### config.mk
export PLATFORM = sky130hd
export DESIGN_NAME = brtc_top
export DESIGN_NICKNAME = d
export VERILOG_FILES = /design/src/core/brtc_pkg.sv /design/src/core/brtc_top.sv /design/src/core/brtc_divider.sv
export VERILOG_INCLUDE_DIRS = /design/src /design/src/core
export SDC_FILE = /design/constraint.sdc
export NUM_CORES = 1
export LEC_CHECK = 0
export ABC_CLOCK_PERIOD_IN_PS = 4400
export BUFFER_PORTS_ARGS = -buffer_cell sky130_fd_sc_hd__buf_2
export CAP_MARGIN = 15
export CORE_MARGIN = 2
export CORE_UTILIZATION = 45
export CTS_CLUSTER_SIZE = 20
export DETAILED_ROUTE_END_ITERATION = 6
export GPL_ROUTABILITY_DRIVEN = 0
export REMOVE_ABC_BUFFERS = 1
export SYNTH_ARGS = -nofsm -noshare
export SYNTH_HDL_FRONTEND = slang
export SYNTH_SLANG_ARGS = --single-unit
### constraint.sdc
create_clock -name clock -period 4.4 [get_ports clock]
set_clock_uncertainty 0.1 [all_clocks]
set_input_delay 0.22 -clock clock [delete_from_list [all_inputs] [get_ports clock]]
set_output_delay 0.22 -clock clock [all_outputs]
set_load 0.01 [all_outputs]
### src/core/brtc_defs.svh
/*
  holds the offsets, field positions, reset values and timing counts of the backed-up
  real time clock. assumes it is included by bare name from the design and bench files.
*/
`ifndef BRTC_DEFS_SVH
`define BRTC_DEFS_SVH

// ***********************************************************************
// register offsets
// ***********************************************************************
`define BRTC_OFF_CTRL 12'h000
`define BRTC_OFF_TIME 12'h004
`define BRTC_OFF_DAY 12'h008
`define BRTC_OFF_ALM_TIME 12'h00C
`define BRTC_OFF_ALM_DAY 12'h010
`define BRTC_OFF_IRQ_STAT 12'h014
`define BRTC_OFF_IRQ_MASK 12'h018
`define BRTC_OFF_STATUS 12'h01C

// ***********************************************************************
// field positions and reset values
// ***********************************************************************
`define BRTC_CTRL_DIS_BIT 0
`define BRTC_CTRL_CAL_LSB 8
`define BRTC_CTRL_MODE_LSB 16
`define BRTC_IRQ_SEC_BIT 0
`define BRTC_IRQ_ALM_BIT 1
`define BRTC_IRQ_RST_BIT 2
`define BRTC_MASK_RESET 3'h7
`define BRTC_STAT_INIT 3'h4

// ***********************************************************************
// timing counts
// ***********************************************************************
`define BRTC_BASE_CYCLES 32768
`define BRTC_SEC_MAX 17'h1517F
`define BRTC_DAY_MAX 15'h7FFF

`endif

### src/core/brtc_pkg.sv
/*
  types shared by the clock design files.
  assumes nothing beyond a systemverilog compiler.
*/
package brtc_pkg;

  // ***********************************************************************
  // calibration mode encoding
  // ***********************************************************************
  typedef enum logic [1:0] {
    BRTC_CAL_OFF = 2'h0,
    BRTC_CAL_NOT_COIN = 2'h1,
    BRTC_CAL_RESERVED = 2'h2,
    BRTC_CAL_ALWAYS = 2'h3
  } brtc_cal_mode_t;

  // ***********************************************************************
  // power mode of the device
  // ***********************************************************************
  typedef enum logic [1:0] {
    BRTC_PWR_ON = 2'h0,
    BRTC_PWR_OFF = 2'h1,
    BRTC_PWR_COIN = 2'h2
  } brtc_pwr_t;

endpackage

### src/core/brtc_top.sv
/*
  backed-up real time clock: time and day counters, alarm, interrupt flags,
  calibration and backup regulator level select, with an apb register slave.
  assumes apb master on the same 32.768 kHz clock and the backup power-on reset.
*/
// Decided for this implementation: the APB slave port and the placing of the registers.
`timescale 1ns/1ns
`include "brtc_defs.svh"

// How it works
// - divide time base to 1 Hz tick; each tick advances 17-bit seconds counter.
// - seconds counter runs 0 to 86399, then returns to 0.
// - each seconds rollover increments 15-bit day counter.
// - each tick sets one-second flag; drives interrupt only when unmasked.
// - alarm flag set when seconds and day both equal alarm values.
// - alarm match powers up when off; otherwise only interrupts.
// - disable bit stops the clock; resets to 0 so clock runs.
// - backup reset clears time, day, alarm and control; sets reset flag and all masks.
// - after backup reset the timer-reset flag is set.
// - 5-bit signed word changes cycles counted per nominal second.
// - codes read as two's complement, +15 down to -16 counts.
// - calibration touches only the tick divider, never the slow clock output.
// - mode 00 off, 01 except coin cell, 11 always, 10 reserved.
// - mode 01 drops calibration while running from the coin cell.
// - backup regulator enabled from reset on, with no disable control.
// - strap 0110 to 1001 gives 1.3 V in on modes, else 1.2 V.
// - flags latch until written 1; line drops unless another unmasked flag.
// - set masks block the line; all masked at reset; unmask drives at once.
module brtc_top #(
  parameter int CYCLES = `BRTC_BASE_CYCLES
) (
  input wire logic clock,
  input wire logic reset_n,
  input wire logic psel,
  input wire logic penable,
  input wire logic pwrite,
  input wire logic [11:0] paddr,
  input wire logic [31:0] pwdata,
  output logic [31:0] prdata,
  output logic pready,
  output logic pslverr,
  input wire logic [3:0] powerup_strap_code,
  input wire brtc_pkg::brtc_pwr_t power_mode,
  input wire logic slow_clock_in,
  output logic slow_clock_output,
  output logic irq,
  output logic powerup_request,
  output logic backup_domain_regulator_en,
  output logic backup_domain_regulator_high
);

  // ***********************************************************************
  // state
  // ***********************************************************************
  logic clock_disable_bit_reg;
  logic [4:0] calibration_word_reg;
  brtc_pkg::brtc_cal_mode_t calibration_mode_field_reg;
  logic [16:0] seconds_of_day_counter_reg;
  logic [14:0] day_counter_reg;
  logic [16:0] alarm_seconds_value_reg;
  logic [14:0] alarm_day_value_reg;
  logic [2:0] irq_flag_reg;
  logic [2:0] irq_mask_reg;
  logic powerup_request_reg;
  logic regulator_high_reg;
  logic [31:0] prdata_reg;
  logic tick;
  logic cal_active;
  logic wr;
  logic rd;
  logic alarm_hit;
  logic [2:0] irq_set;
  logic [2:0] irq_clr;

  function automatic logic hit(input logic [11:0] off);
    hit = psel && penable && (paddr == off);
  endfunction

  function automatic logic mapped(input logic [11:0] a);
    mapped = (a[1:0] == 2'h0) && (a <= `BRTC_OFF_STATUS);
  endfunction

  assign wr = psel && penable && pwrite;
  assign rd = psel && penable && !pwrite;
  assign pready = 1'b1;
  assign pslverr = psel && penable && !mapped(paddr);

  // ***********************************************************************
  // calibration enable and divider
  // ***********************************************************************
  // mode 01 falls back to none on the coin cell; reserved code acts as off
  always_comb begin
    case (calibration_mode_field_reg)
      brtc_pkg::BRTC_CAL_NOT_COIN: cal_active = (power_mode != brtc_pkg::BRTC_PWR_COIN);
      brtc_pkg::BRTC_CAL_ALWAYS: cal_active = 1'b1;
      default: cal_active = 1'b0;
    endcase
  end

  brtc_divider #(
    .CYCLES(CYCLES)
  ) u_div (
    .clock(clock),
    .reset_n(reset_n),
    .run(!clock_disable_bit_reg),
    .cal_active(cal_active),
    .calibration_word(calibration_word_reg),
    .tick(tick)
  );

  // slow clock passes straight through, calibration never reaches it
  assign slow_clock_output = slow_clock_in;

  // ***********************************************************************
  // control register
  // ***********************************************************************
  // reset clears the control register; disable bit 0 so the clock runs
  always_ff @(posedge clock or negedge reset_n) begin
    if (!reset_n) begin
      clock_disable_bit_reg <= 1'b0;
      calibration_word_reg <= 5'h00;
      calibration_mode_field_reg <= brtc_pkg::BRTC_CAL_OFF;
    end else if (wr && hit(`BRTC_OFF_CTRL)) begin
      clock_disable_bit_reg <= pwdata[`BRTC_CTRL_DIS_BIT];
      calibration_word_reg <= pwdata[`BRTC_CTRL_CAL_LSB +: 5];
      calibration_mode_field_reg <= brtc_pkg::brtc_cal_mode_t'(pwdata[`BRTC_CTRL_MODE_LSB +: 2]);
    end
  end

  // ***********************************************************************
  // time and day counters
  // ***********************************************************************
  // software write loads time; a tick in the same cycle yields to the write
  always_ff @(posedge clock or negedge reset_n) begin
    if (!reset_n) begin
      seconds_of_day_counter_reg <= 17'h00000;
    end else if (wr && hit(`BRTC_OFF_TIME)) begin
      seconds_of_day_counter_reg <= pwdata[16:0];
    end else if (tick) begin
      if (seconds_of_day_counter_reg >= `BRTC_SEC_MAX) begin
        seconds_of_day_counter_reg <= 17'h00000;
      end else begin
        seconds_of_day_counter_reg <= seconds_of_day_counter_reg + 17'h00001;
      end
    end
  end

  // day advances on each seconds rollover, wraps past 32767
  always_ff @(posedge clock or negedge reset_n) begin
    if (!reset_n) begin
      day_counter_reg <= 15'h0000;
    end else if (wr && hit(`BRTC_OFF_DAY)) begin
      day_counter_reg <= pwdata[14:0];
    end else if (tick && seconds_of_day_counter_reg >= `BRTC_SEC_MAX) begin
      day_counter_reg <= day_counter_reg + 15'h0001;
    end
  end

  // ***********************************************************************
  // alarm
  // ***********************************************************************
  always_ff @(posedge clock or negedge reset_n) begin
    if (!reset_n) begin
      alarm_seconds_value_reg <= 17'h00000;
      alarm_day_value_reg <= 15'h0000;
    end else begin
      if (wr && hit(`BRTC_OFF_ALM_TIME)) begin
        alarm_seconds_value_reg <= pwdata[16:0];
      end
      if (wr && hit(`BRTC_OFF_ALM_DAY)) begin
        alarm_day_value_reg <= pwdata[14:0];
      end
    end
  end

  // match checked once per new second so one alarm gives one event
  assign alarm_hit = tick && (seconds_of_day_counter_reg == alarm_seconds_value_reg)
    && (day_counter_reg == alarm_day_value_reg);

  // off device wakes on a match; request holds until the device is on
  always_ff @(posedge clock or negedge reset_n) begin
    if (!reset_n) begin
      powerup_request_reg <= 1'b0;
    end else if (power_mode == brtc_pkg::BRTC_PWR_ON) begin
      powerup_request_reg <= 1'b0;
    end else if (alarm_hit) begin
      powerup_request_reg <= 1'b1;
    end
  end

  assign powerup_request = powerup_request_reg;

  // ***********************************************************************
  // interrupt flags and masks
  // ***********************************************************************
  // alarm is compared before the tick moves the count, so the compare is combinational
  assign irq_set[`BRTC_IRQ_SEC_BIT] = tick;
  assign irq_set[`BRTC_IRQ_ALM_BIT] = alarm_hit;
  assign irq_set[`BRTC_IRQ_RST_BIT] = 1'b0;
  assign irq_clr = (wr && hit(`BRTC_OFF_IRQ_STAT)) ? pwdata[2:0] : 3'h0;

  // flags latch; a set in the clearing cycle wins; reset flag comes up set
  always_ff @(posedge clock or negedge reset_n) begin
    if (!reset_n) begin
      irq_flag_reg <= `BRTC_STAT_INIT;
    end else begin
      irq_flag_reg <= irq_set | (irq_flag_reg & ~irq_clr);
    end
  end

  // all masked at power-up
  always_ff @(posedge clock or negedge reset_n) begin
    if (!reset_n) begin
      irq_mask_reg <= `BRTC_MASK_RESET;
    end else if (wr && hit(`BRTC_OFF_IRQ_MASK)) begin
      irq_mask_reg <= pwdata[2:0];
    end
  end

  // combinational so an unmask reaches the line with no delay
  assign irq = |(irq_flag_reg & ~irq_mask_reg);

  // ***********************************************************************
  // backup regulator
  // ***********************************************************************
  // always on out of reset, nothing can turn it off
  assign backup_domain_regulator_en = 1'b1;

  // 1.3 V only for straps 0110..1001 in on modes
  always_ff @(posedge clock or negedge reset_n) begin
    if (!reset_n) begin
      regulator_high_reg <= 1'b0;
    end else begin
      regulator_high_reg <= (powerup_strap_code >= 4'h6) && (powerup_strap_code <= 4'h9)
        && (power_mode == brtc_pkg::BRTC_PWR_ON);
    end
  end

  assign backup_domain_regulator_high = regulator_high_reg;

  // ***********************************************************************
  // apb read data
  // ***********************************************************************
  // read data registered during setup so it stands at the access edge
  always_ff @(posedge clock or negedge reset_n) begin
    if (!reset_n) begin
      prdata_reg <= 32'h00000000;
    end else if (psel && !penable && !pwrite) begin
      case (paddr)
        `BRTC_OFF_CTRL: prdata_reg <= {14'h0000, calibration_mode_field_reg, 3'h0,
          calibration_word_reg, 7'h00, clock_disable_bit_reg};
        `BRTC_OFF_TIME: prdata_reg <= {15'h0000, seconds_of_day_counter_reg};
        `BRTC_OFF_DAY: prdata_reg <= {17'h00000, day_counter_reg};
        `BRTC_OFF_ALM_TIME: prdata_reg <= {15'h0000, alarm_seconds_value_reg};
        `BRTC_OFF_ALM_DAY: prdata_reg <= {17'h00000, alarm_day_value_reg};
        `BRTC_OFF_IRQ_STAT: prdata_reg <= {29'h00000000, irq_flag_reg};
        `BRTC_OFF_IRQ_MASK: prdata_reg <= {29'h00000000, irq_mask_reg};
        `BRTC_OFF_STATUS: prdata_reg <= {29'h00000000, powerup_request_reg, cal_active,
          regulator_high_reg};
        default: prdata_reg <= 32'h00000000;
      endcase
    end
  end

  assign prdata = rd ? prdata_reg : 32'h00000000;
endmodule

### src/core/brtc_divider.sv
/*
  divides the time base to a one-cycle tick per second with signed trim.
  assumes its clock is the 32.768 kHz time base and reset is the backup reset.
*/
`timescale 1ns/1ns
`include "brtc_defs.svh"

module brtc_divider #(
  parameter int CYCLES = `BRTC_BASE_CYCLES
) (
  input wire logic clock,
  input wire logic reset_n,
  input wire logic run,
  input wire logic cal_active,
  input wire logic [4:0] calibration_word,
  output logic tick
);

  logic [16:0] count_reg;
  logic [16:0] terminal;

  // signed trim once per period; oscillator itself is never touched
  always_comb begin
    if (cal_active) begin
      terminal = 17'(CYCLES - 1 + int'($signed(calibration_word)));
    end else begin
      terminal = 17'(CYCLES - 1);
    end
  end

  // period counter, frozen while the clock is disabled
  always_ff @(posedge clock or negedge reset_n) begin
    if (!reset_n) begin
      count_reg <= 17'h00000;
    end else if (run) begin
      if (count_reg >= terminal) begin
        count_reg <= 17'h00000;
      end else begin
        count_reg <= count_reg + 17'h00001;
      end
    end
  end

  assign tick = run && (count_reg >= terminal);
endmodule

Yosys cells after proc, flatten, opt, wreduce, memory -nomap -nowiden
Cells that the tools add are included.
{"block": "totals", "register_bits": 129, "in_bits": 56, "out_inout_bits": 39, "wordCells": 90}
{"block": "classes", "addsub": 4, "order_cmp": 5, "n_eq_ne": 12, "n_mux": 13, "bitwise_logic": 5, "reduce_logical": 38}
{"cell": "$pmux 18 s8", "n": 1}
{"cell": "$mux 17", "n": 5}
{"cell": "$eq 12x5->1 const B", "n": 4}
{"cell": "$add 17x1->17 const B", "n": 2}
{"cell": "$mux 32", "n": 1}
{"cell": "$mux 15", "n": 2}
{"cell": "$logic_and 1x1->1", "n": 27}
{"cell": "$eq 12x4->1 const B", "n": 2}
{"cell": "$add 16x5->17 const A", "n": 1}
{"cell": "$eq 17x17->1", "n": 1}
{"cell": "$ge 17x17->1", "n": 1}
{"cell": "$ge 17x17->1 const B", "n": 1}
{"cell": "$add 15x1->15 const B", "n": 1}
{"cell": "$eq 15x15->1", "n": 1}
{"cell": "$eq 12x3->1 const B", "n": 1}
{"cell": "$le 12x5->1 const B", "n": 1}
{"cell": "$logic_not 12->1", "n": 1}
{"cell": "$and 3x3->3", "n": 2}
{"cell": "$not 3->3", "n": 2}
{"cell": "$reduce_bool 2->1", "n": 3}
{"cell": "$ge 4x3->1 const B", "n": 1}
{"cell": "$le 4x4->1 const B", "n": 1}
{"cell": "$logic_not 1->1", "n": 4}
{"cell": "$logic_not 2->1", "n": 2}
{"cell": "other kinds (8)", "n": 9}

Depth between registers and ports, before layout
Gate-level depths: netlist (run 1).
{"block": "logic_depth", "ltp_word": 9, "ltp_mapped": 14, "ltp_nobuf": 13}

Cells and area by module
From an unflattened synthesis (run 1), not the netlist that was laid out.
{"block": "unflattened", "hier_cells": 780, "hier_area_um2": 7349.5}
{"module": "brtc_top", "n_inst": 1, "cells_per_inst": 617, "area_per_inst_um2": 5844.4, "seq_area_each_um2": 2457.4}
{"module": "brtc_divider", "n_inst": 1, "cells_per_inst": 163, "area_per_inst_um2": 1505.2, "seq_area_each_um2": 425.4}

Least setup slack after synthesis (run 1)
No wires, ideal clock.
{"block": "synth_path", "path_type": "register -> register", "startpoint": "register calibration_word_reg[1]", "endpoint": "register seconds_of_day_counter_reg[8]", "setup_time_ns": 0.082, "arrival_ns": 3.029, "required_time_ns": 4.218, "path_slack_ns": 1.189, "stages_incl_launch_ff": 13, "n_path_buf": 0, "synth_period_minus_slack_ns": 3.211, "cell_sequence": "dfrtp_1 > nor4_1 > nand2_1 > ha_1 > nor2_1 > ha_1 > nand4_1 > o221ai_1 > a21oi_1 > o211ai_2 > nand2_1 > or4_1 > a31oi_1"}
{"block": "synth_via", "elab_chain_len": 5}
{"item": "from (decl)", "line": "brtc_top.sv:56", "source": "logic [4:0] calibration_word_reg;"}
{"item": "from (signal assigned)", "line": "brtc_top.sv:125", "source": "calibration_word_reg <= pwdata[`BRTC_CTRL_CAL_LSB +: 5];"}
{"item": "$add 16x5->17", "line": "brtc_divider.sv:25", "source": "terminal = 17'(CYCLES - 1 + int'($signed(calibration_word)));"}
{"item": "$mux 17", "line": "brtc_divider.sv:24", "source": "if (cal_active) begin"}
{"item": "$ge 17x17->1", "line": "brtc_divider.sv:44", "source": "assign tick = run && (count_reg >= terminal);"}
{"item": "$logic_and 1x1->1", "line": "brtc_divider.sv:44"}
{"item": "$reduce_bool 2->1 (no source line)"}
{"item": "to (signal assigned)", "line": "brtc_top.sv:138", "source": "seconds_of_day_counter_reg <= pwdata[16:0];"}
{"item": "to (signal assigned)", "line": "brtc_top.sv:143", "source": "seconds_of_day_counter_reg <= seconds_of_day_counter_reg + 17'h00001;"}
{"item": "to (decl)", "line": "brtc_top.sv:58", "source": "logic [16:0] seconds_of_day_counter_reg;"}
No other way between the ends.
A chain may end at the register's enable or synchronous reset.

Final worst setup path (run 1)
{"block": "layout_path", "startpoint": "register calibration_word_reg[0]", "endpoint": "register seconds_of_day_counter_reg[5]"}
The elaborated chain is that of the path after synthesis.

==> results_dict.tcl, run 1 <==
set metrics [dict create \
    synth_compound_gate_area_share_pct 13.6 \
    async_flop_share_pct 100 \
    yosys.area_share.simple_pct 21.0 \
    critPathBufInv 0 \
    drtAntennaViolNets 0 \
    startpoint_type "register" \
    cap_violations 0 \
    crit_type "reg -> reg" \
    fin_crit_ns 3.73 \
    grt_usage_pct 24.5 \
    fin_tns_setup_ns 0 \
    final_core_util_pct 53.9 \
    wl_per_cell_um 19.5 \
    violations "design-rule violations" \
    p_per_area_mw_per_mm2 320 \
    final_nets 876 \
    drt_iter0_markers 583 \
    synth-adder-area-share_pct 4.23 \
    die-height_um 130 \
    synthFlopType "dfrtp_1" \
    cts_buffer_depth 2 \
    num_vias 6015 \
    cp_max_fo 9 \
    slowest_stage "nor3_2" \
    irDropWorstVdd_uv 275 \
    drv_slew 0 \
    grt_max_degree 79 \
    ys_ff_latch 115 \
    diodes 0 \
    critPathRequiredTime_ns 4.63 \
    status "finished, violations left" \
    synth_area_mm2 0.00710 \
    std_cell_rows 45 \
    maxSlewHeadroom_pct 30.1 \
    finalWirelength_mm 19.9 \
    clock-root-buffer "clkbuf_16" \
    drcViolationCount 4 \
    crit_path_frequent_cell "ha_1" \
    layout_commonest_cell "dfrtp_1" \
    cts_resized 0 \
    layout_common_cells "dfrtp_1, nand2_1, nor2_1, buf_2, xor2_1" \
    tritoncts "yes" \
    grt_pass1_vias 5688 \
    syn_area_per_cell_um2 9.76 \
    core_area_mm2 0.0153 \
    gr-total-overflow 0 \
    clkTransAtPathRegs_ns 0.06 \
    grt_pass1_wl_mm 31.2 \
    synth_area_leaders "dfrtp_1, xor2_1, mux2_2" \
    start_util_pct 46.4 \
    min_period_over_period_pct 84.8 \
    synth_edf_count 0 \
    area_delta_synth_final_pct 16.2 \
    io_buffers 61 \
    die_w_um 130 \
    p_total_uw 2640 \
    synth.mux.area_fraction_pct 8.95 \
    syn-instance-count 728 \
    dp_hpwl_mm 14.2 \
    rsz0062_at_grt "false" \
    yosysTopAreaCell "dfrtp_1" \
    synth_cell_types 72 \
    cts_buffers 17 \
    htreeDepth 4 \
    worst_slew_pin_slew_ns 1.05 \
    setup_violations 0 \
    crit_chain "nor4_1 -> nand2_1 -> ha_1 -> nor2_1 -> ha_1 -> nand4_1 -> o221ai_1 -> a21oi_1 -> o211a_1 -> nor3_2 -> nand4b_1 -> a31oi_1" \
    critPathMaxStageDelay_ns 0.62 \
    clk_latency_ns 0.43 \
    dr.pass1.iters 7 \
    critPathArrivalTime_ns 3.96 \
    synth_top_family_by_area "simple AND/OR/NAND/NOR gates" \
    drive_above_1_share_pct 20.5 \
    hold_violations 0 \
    power_leakage_uw 0.00400 \
    largest_reg_flops 18 \
    path_delay_family "simple AND/OR/NAND/NOR gates" \
    fmax_mhz 268 \
    clock_sinks 115 \
    antenna_found_initial 0 \
    synth_top_cell_area_share_pct 39.1 \
    yosysSeqAreaShare_pct 40.6 \
    hold_path.class "in -> reg" \
    yosysWarnings 0 \
    num_io_pins 95 \
    die_area_mm2 0.0168 \
    vias_per_cell 5.90 \
    synthXorXnorAreaFrac_pct 7.15 \
    cp-end-kind "register" \
]
## stage by stage
stage	area, um2	cells	setup slack (ns)	hold slack [ns]
floorplan	6880	691	0.698	-0.176
global placement	7520	972	0.768	0.335
detailed placement	7520	972	0.709	0.340
CTS	8250	1020	0.675	0.000126
global route	8250	1020	0.383	0.0208
finish	8250	1020	0.671	0.00929
## final cells by class
cell class / count / area [um2]
fillers: 1418 / 7060
multi-input cells: 567 / 3960
flip-flops and latches: 115 / 2880
repair buffers: 86 / 536
clock buffers: 17 / 425
well taps: 211 / 264
clock inverters: 15 / 148
inverters: 9 / 33.8
## synth_stat cells (10+ instances only)
cell type,count
a21oi_1,17
a222oi_1,12
a22o_1,11
a31oi_1,15
and2_1,28
and3_1,15
buf_4,19
clkbuf_1,24
dfrtp_1,111
ha_1,24
mux2_1,10
mux2_2,40
nand2_1,69
nand3_1,18
nand4_1,20
nor2_1,65
nor3_1,10
nor4_1,10
o21ai_0,36
xor2_1,52
## layer usage
metal | vias up | track usage [%] | part of all wire [%]
met5 | - | 0 | 0
met4 | 0 | 8.35 | 2.0
met3 | 30 | 5.90 | 8.5
met2 | 278 | 35.4 | 43
met1 | 2955 | 35.8 | 46
li1 | 2752 | - | -
## worst paths after layout
| check | cells past startpoint | to | from | slack, ns |
|---|---|---|---|---|
| max | 12 | seconds_of_day_counter_reg[5]$_DFFE_PN0P_ | calibration_word_reg[0]$_DFFE_PN0P_ | 0.67 |
| min | 2 | powerup_request$_DFFE_PN0P_ | power_mode[0] | 0.009 |
| max reg2reg | 12 | seconds_of_day_counter_reg[5]$_DFFE_PN0P_ | calibration_word_reg[0]$_DFFE_PN0P_ | 0.67 |
| min reg2reg | 2 | prdata_reg[1]$_DFFE_PN0P_ | prdata_reg[1]$_DFFE_PN0P_ | 0.38 |
| max in group asynchronous | 3 | alarm_day_value_reg[9]$_DFFE_PN0P_ | reset_n | 2.71 |
| min in group asynchronous | 2 | backup_domain_regulator_high$_DFF_PN0_ | reset_n | 0.42 |
## what timing repair did
action	in CTS	in global routing
setup buffers	0	0
hold buffers	16	0
hold endpoints to repair	104	0
## power by group
| group | total [uW] | internal (uW) | switching [uW] |
|---|---|---|---|
| logic | 158 | 62.9 | 94.9 |
| clock network | 1350 | 790 | 561 |
| registers | 1130 | 1090 | 43.0 |
## kinds of logic (layout without fill, tap and decap cells)
family	count (synthesis)	count (layout)
compound gates	137	137
xor+xnor	58	58
fa+ha+maj	24	24
buf+inv	60	127
flops	115	115
mux	56	56
other cells	2	16
simple gates	276	276
Note: power is estimated with default switching activity, not from simulation.
==> run 2, diff against run 1 <==
--- a/config.mk
+++ b/config.mk
@@ -6,7 +6,7 @@
 export SDC_FILE = /design/constraint.sdc
 export NUM_CORES = 1
 export LEC_CHECK = 0
-export ABC_CLOCK_PERIOD_IN_PS = 4400
+export ABC_CLOCK_PERIOD_IN_PS = 3260
 export BUFFER_PORTS_ARGS = -buffer_cell sky130_fd_sc_hd__buf_2
 export CAP_MARGIN = 15
 export CORE_MARGIN = 2
@@ -14,6 +14,7 @@
 export CTS_CLUSTER_SIZE = 20
 export DETAILED_ROUTE_END_ITERATION = 6
 export GPL_ROUTABILITY_DRIVEN = 0
+export PLACE_DENSITY = 0.67
 export REMOVE_ABC_BUFFERS = 1
 export SYNTH_ARGS = -nofsm -noshare
 export SYNTH_HDL_FRONTEND = slang
==> constraint.sdc (replaced) <==
create_clock -name clock -period 3.26 [get_ports clock]
set_clock_uncertainty 0.1 [all_clocks]
set_input_delay 0.163 -clock clock [delete_from_list [all_inputs] [get_ports clock]]
set_output_delay 0.163 -clock clock [all_outputs]
set_load 0.01 [all_outputs]
==> run 2 against run 1 <==
The flow still finishes with violations (design-rule violations). Critical path depth is 3 higher. Cell count is 2.2% higher. Critical endpoint is now powerup_request$_DFFE_PN0P_. Clock power is 45% higher. Sequential share of layout area is 1.5 points lower. Non-clock buffer count is 22 higher. Final area is 4.4% higher. Combinational power is 44% higher. Die area stayed put. Clock-buffer cell count is 4 higher. Worst setup slack worse by 0.55 ns. Sequential cell count stayed put.
==> results_dict.tcl, run 2 (synthesis results as in run 1) <==
set metrics [dict create \
    layout_common_cells "dfrtp_1, nand2_1, nor2_1, buf_2, xor2_1" \
    dp_hpwl_mm 14.4 \
    met3_length_mm 1.63 \
    dr.pass1.iters 7 \
    hold_path.class "in -> out" \
    startpoint_type "register" \
    maxSlewHeadroom_pct 26.0 \
    irDropWorstVdd_uv 338 \
    clock_sinks 115 \
    critPathRequiredTime_ns 3.52 \
    grt_pass1_wl_mm 32.2 \
    grt_max_degree 60 \
    fin_crit_ns 3.14 \
    p_per_area_mw_per_mm2 431 \
    hold-worst-slack_ns 0.226 \
    min_period_over_period_pct 96.2 \
    start_util_pct 46.4 \
    io_buffers 61 \
    critPathArrivalTime_ns 3.40 \
    layout_commonest_cell "dfrtp_1" \
    cts_buffer_depth 2 \
    clk_latency_ns 0.43 \
    vias_per_cell 5.88 \
    post_dp_cell_area_mm2 0.00763 \
    gr-total-overflow 0 \
    drive_above_1_share_pct 23.8 \
    crit_type "reg -> reg" \
    grt_usage_pct 25.1 \
    htreeDepth 4 \
    tritoncts "yes" \
    final_nets 898 \
    area_delta_synth_final_pct 21.3 \
    multi_input_area_mm2 0.00406 \
    drt_iter0_markers 660 \
    finalWirelength_mm 20.3 \
    drv_slew 0 \
    nFillCells 1326 \
    num_io_pins 95 \
    status "finished, violations left" \
    regArea_mm2 0.00289 \
    drcViolationCount 5 \
    final_core_util_pct 56.3 \
    die_w_um 130 \
    hold_violations 0 \
    fin_cells 1042 \
    post-place-cells 984 \
    grt_pass1_vias 5981 \
    fin_tns_setup_ns 0 \
    power_leakage_uw 0.00416 \
    setup_violations 0 \
    num_vias 6122 \
    die_area_mm2 0.0168 \
    diodes 0 \
    rsz0062_at_grt "true" \
    violations "design-rule violations" \
    clkTransAtPathRegs_ns 0.06 \
    wl_per_cell_um 19.5 \
    die-height_um 130 \
    crit_chain "nor4_2 -> buf_4 -> nand2_2 -> ha_4 -> nor2_1 -> ha_1 -> nand4_1 -> o221ai_2 -> a21oi_2 -> o211ai_2 -> nand2_2 -> buf_8 -> nor3_4 -> buf_4 -> o22a_1" \
    clock-root-buffer "clkbuf_16" \
    maxUsedRoutingLayer "met5" \
    core_area_mm2 0.0153 \
    cap_violations 0 \
    worst_slew_pin_slew_ns 1.11 \
    wl_met2_mm 9.25 \
    critPathMaxStageDelay_ns 0.43 \
    cp_max_fo 17 \
    cts_buffers 17 \
    fmax_mhz 319 \
    antenna_found_initial 1 \
    slowest_stage "dfrtp_1" \
    std_cell_rows 45 \
    cp-end-kind "register" \
    drtAntennaViolNets 0 \
    largest_reg_flops 18 \
    final_cell_area_mm2 0.00862 \
    wl_met1_mm 8.86 \
]
==> run 2: cell count changes in the layout (fill, tap and decap cells not counted), sizes merged <==
cell / before / now
buf: 70 / 86
bufinv: 1 / 3
clkbuf: 17 / 21
clkinv: 0 / 3
clkinvlp: 6 / 4
dlygate4sd3: 16 / 22
inv: 17 / 10
==> run 2: what timing repair did <==
| item | 4_1_cts | 5_1_grt |
|---|---|---|
| buffers inserted | 0 | 4 |
| setup endpoints to repair | 15 | 47 |
| endpoints found under the hold margin | 130 | 0 |
| gates resized for setup | 5 | 22 |
| pin swaps | 0 | 11 |
| hold buffers | 22 | 0 |
==> run 2: worst paths after layout <==
kind | startpoint | end | slack [ns] | depth (start not counted)
worst min register to register | prdata_reg[1]$_DFFE_PN0P_ | prdata_reg[1]$_DFFE_PN0P_ | 0.38 | 2
worst min-delay path | slow_clock_in | slow_clock_output | 0.23 | 0
worst max register to register | calibration_word_reg[1]$_DFFE_PN0P_ | powerup_request$_DFFE_PN0P_ | 0.12 | 15
min in group asynchronous | reset_n | u_div.count_reg[5]$_DFFE_PN0N_ | 0.26 | 2
max in group asynchronous | reset_n | prdata_reg[15]$_DFFE_PN0P_ | 2.03 | 3
worst max-delay path | calibration_word_reg[1]$_DFFE_PN0P_ | powerup_request$_DFFE_PN0P_ | 0.12 | 15
==> run 2: power by group <==
part | switching, uW | total, uW | internal [uW]
combinational | 134 | 227 | 92.6
clock | 693 | 1960 | 1260
sequential | 63.1 | 1530 | 1470
total | 890 | 3710 | 2820
==> run 2: final cells by class <==
type / count / area share, %
Clock buffer: 21 / 5.46
Clock inverter: 11 / 1.76
Inverter: 9 / 0.392
Multi-Input combinational cell: 567 / 47.1
Sequential cell: 115 / 33.5
Tap cell: 211 / 3.06
Timing Repair Buffer: 108 / 8.77
==> run 2: per-stage QoR <==
| stage | power [uW] | worst slack (ns) |
|---|---|---|
| final | 3710 | 0.123 |
| after floorplan | 1630 | -0.442 |
| after global routing | 3830 | -0.0321 |
| after detailed placement | 1760 | -0.147 |
| after global placement | 1740 | -0.0176 |
| after CTS | 3730 | -0.00996 |
==> run 2: worst max-delay path, delay by kind of cell (launching register included) <==
| family | cells | cell delay, ns |
|---|---|---|
| buffers and inverters | 3 | 0.49 |
| adder cells (fa/ha/maj) | 2 | 0.56 |
| flip-flops | 1 | 0.43 |
| AO/OA/AOI/OAI | 4 | 0.64 |
| AND/OR/NAND/NOR | 6 | 0.86 |
==> run 2: per-layer routing <==
| metal | vias up | track usage (%) |
|---|---|---|
| met2 | 288 | 38.8 |
| li1 | 2791 | - |
| met3 | 49 | 5.00 |
| met1 | 2992 | 34.6 |
| met4 | 2 | 10.4 |
| met5 | - | 0 |
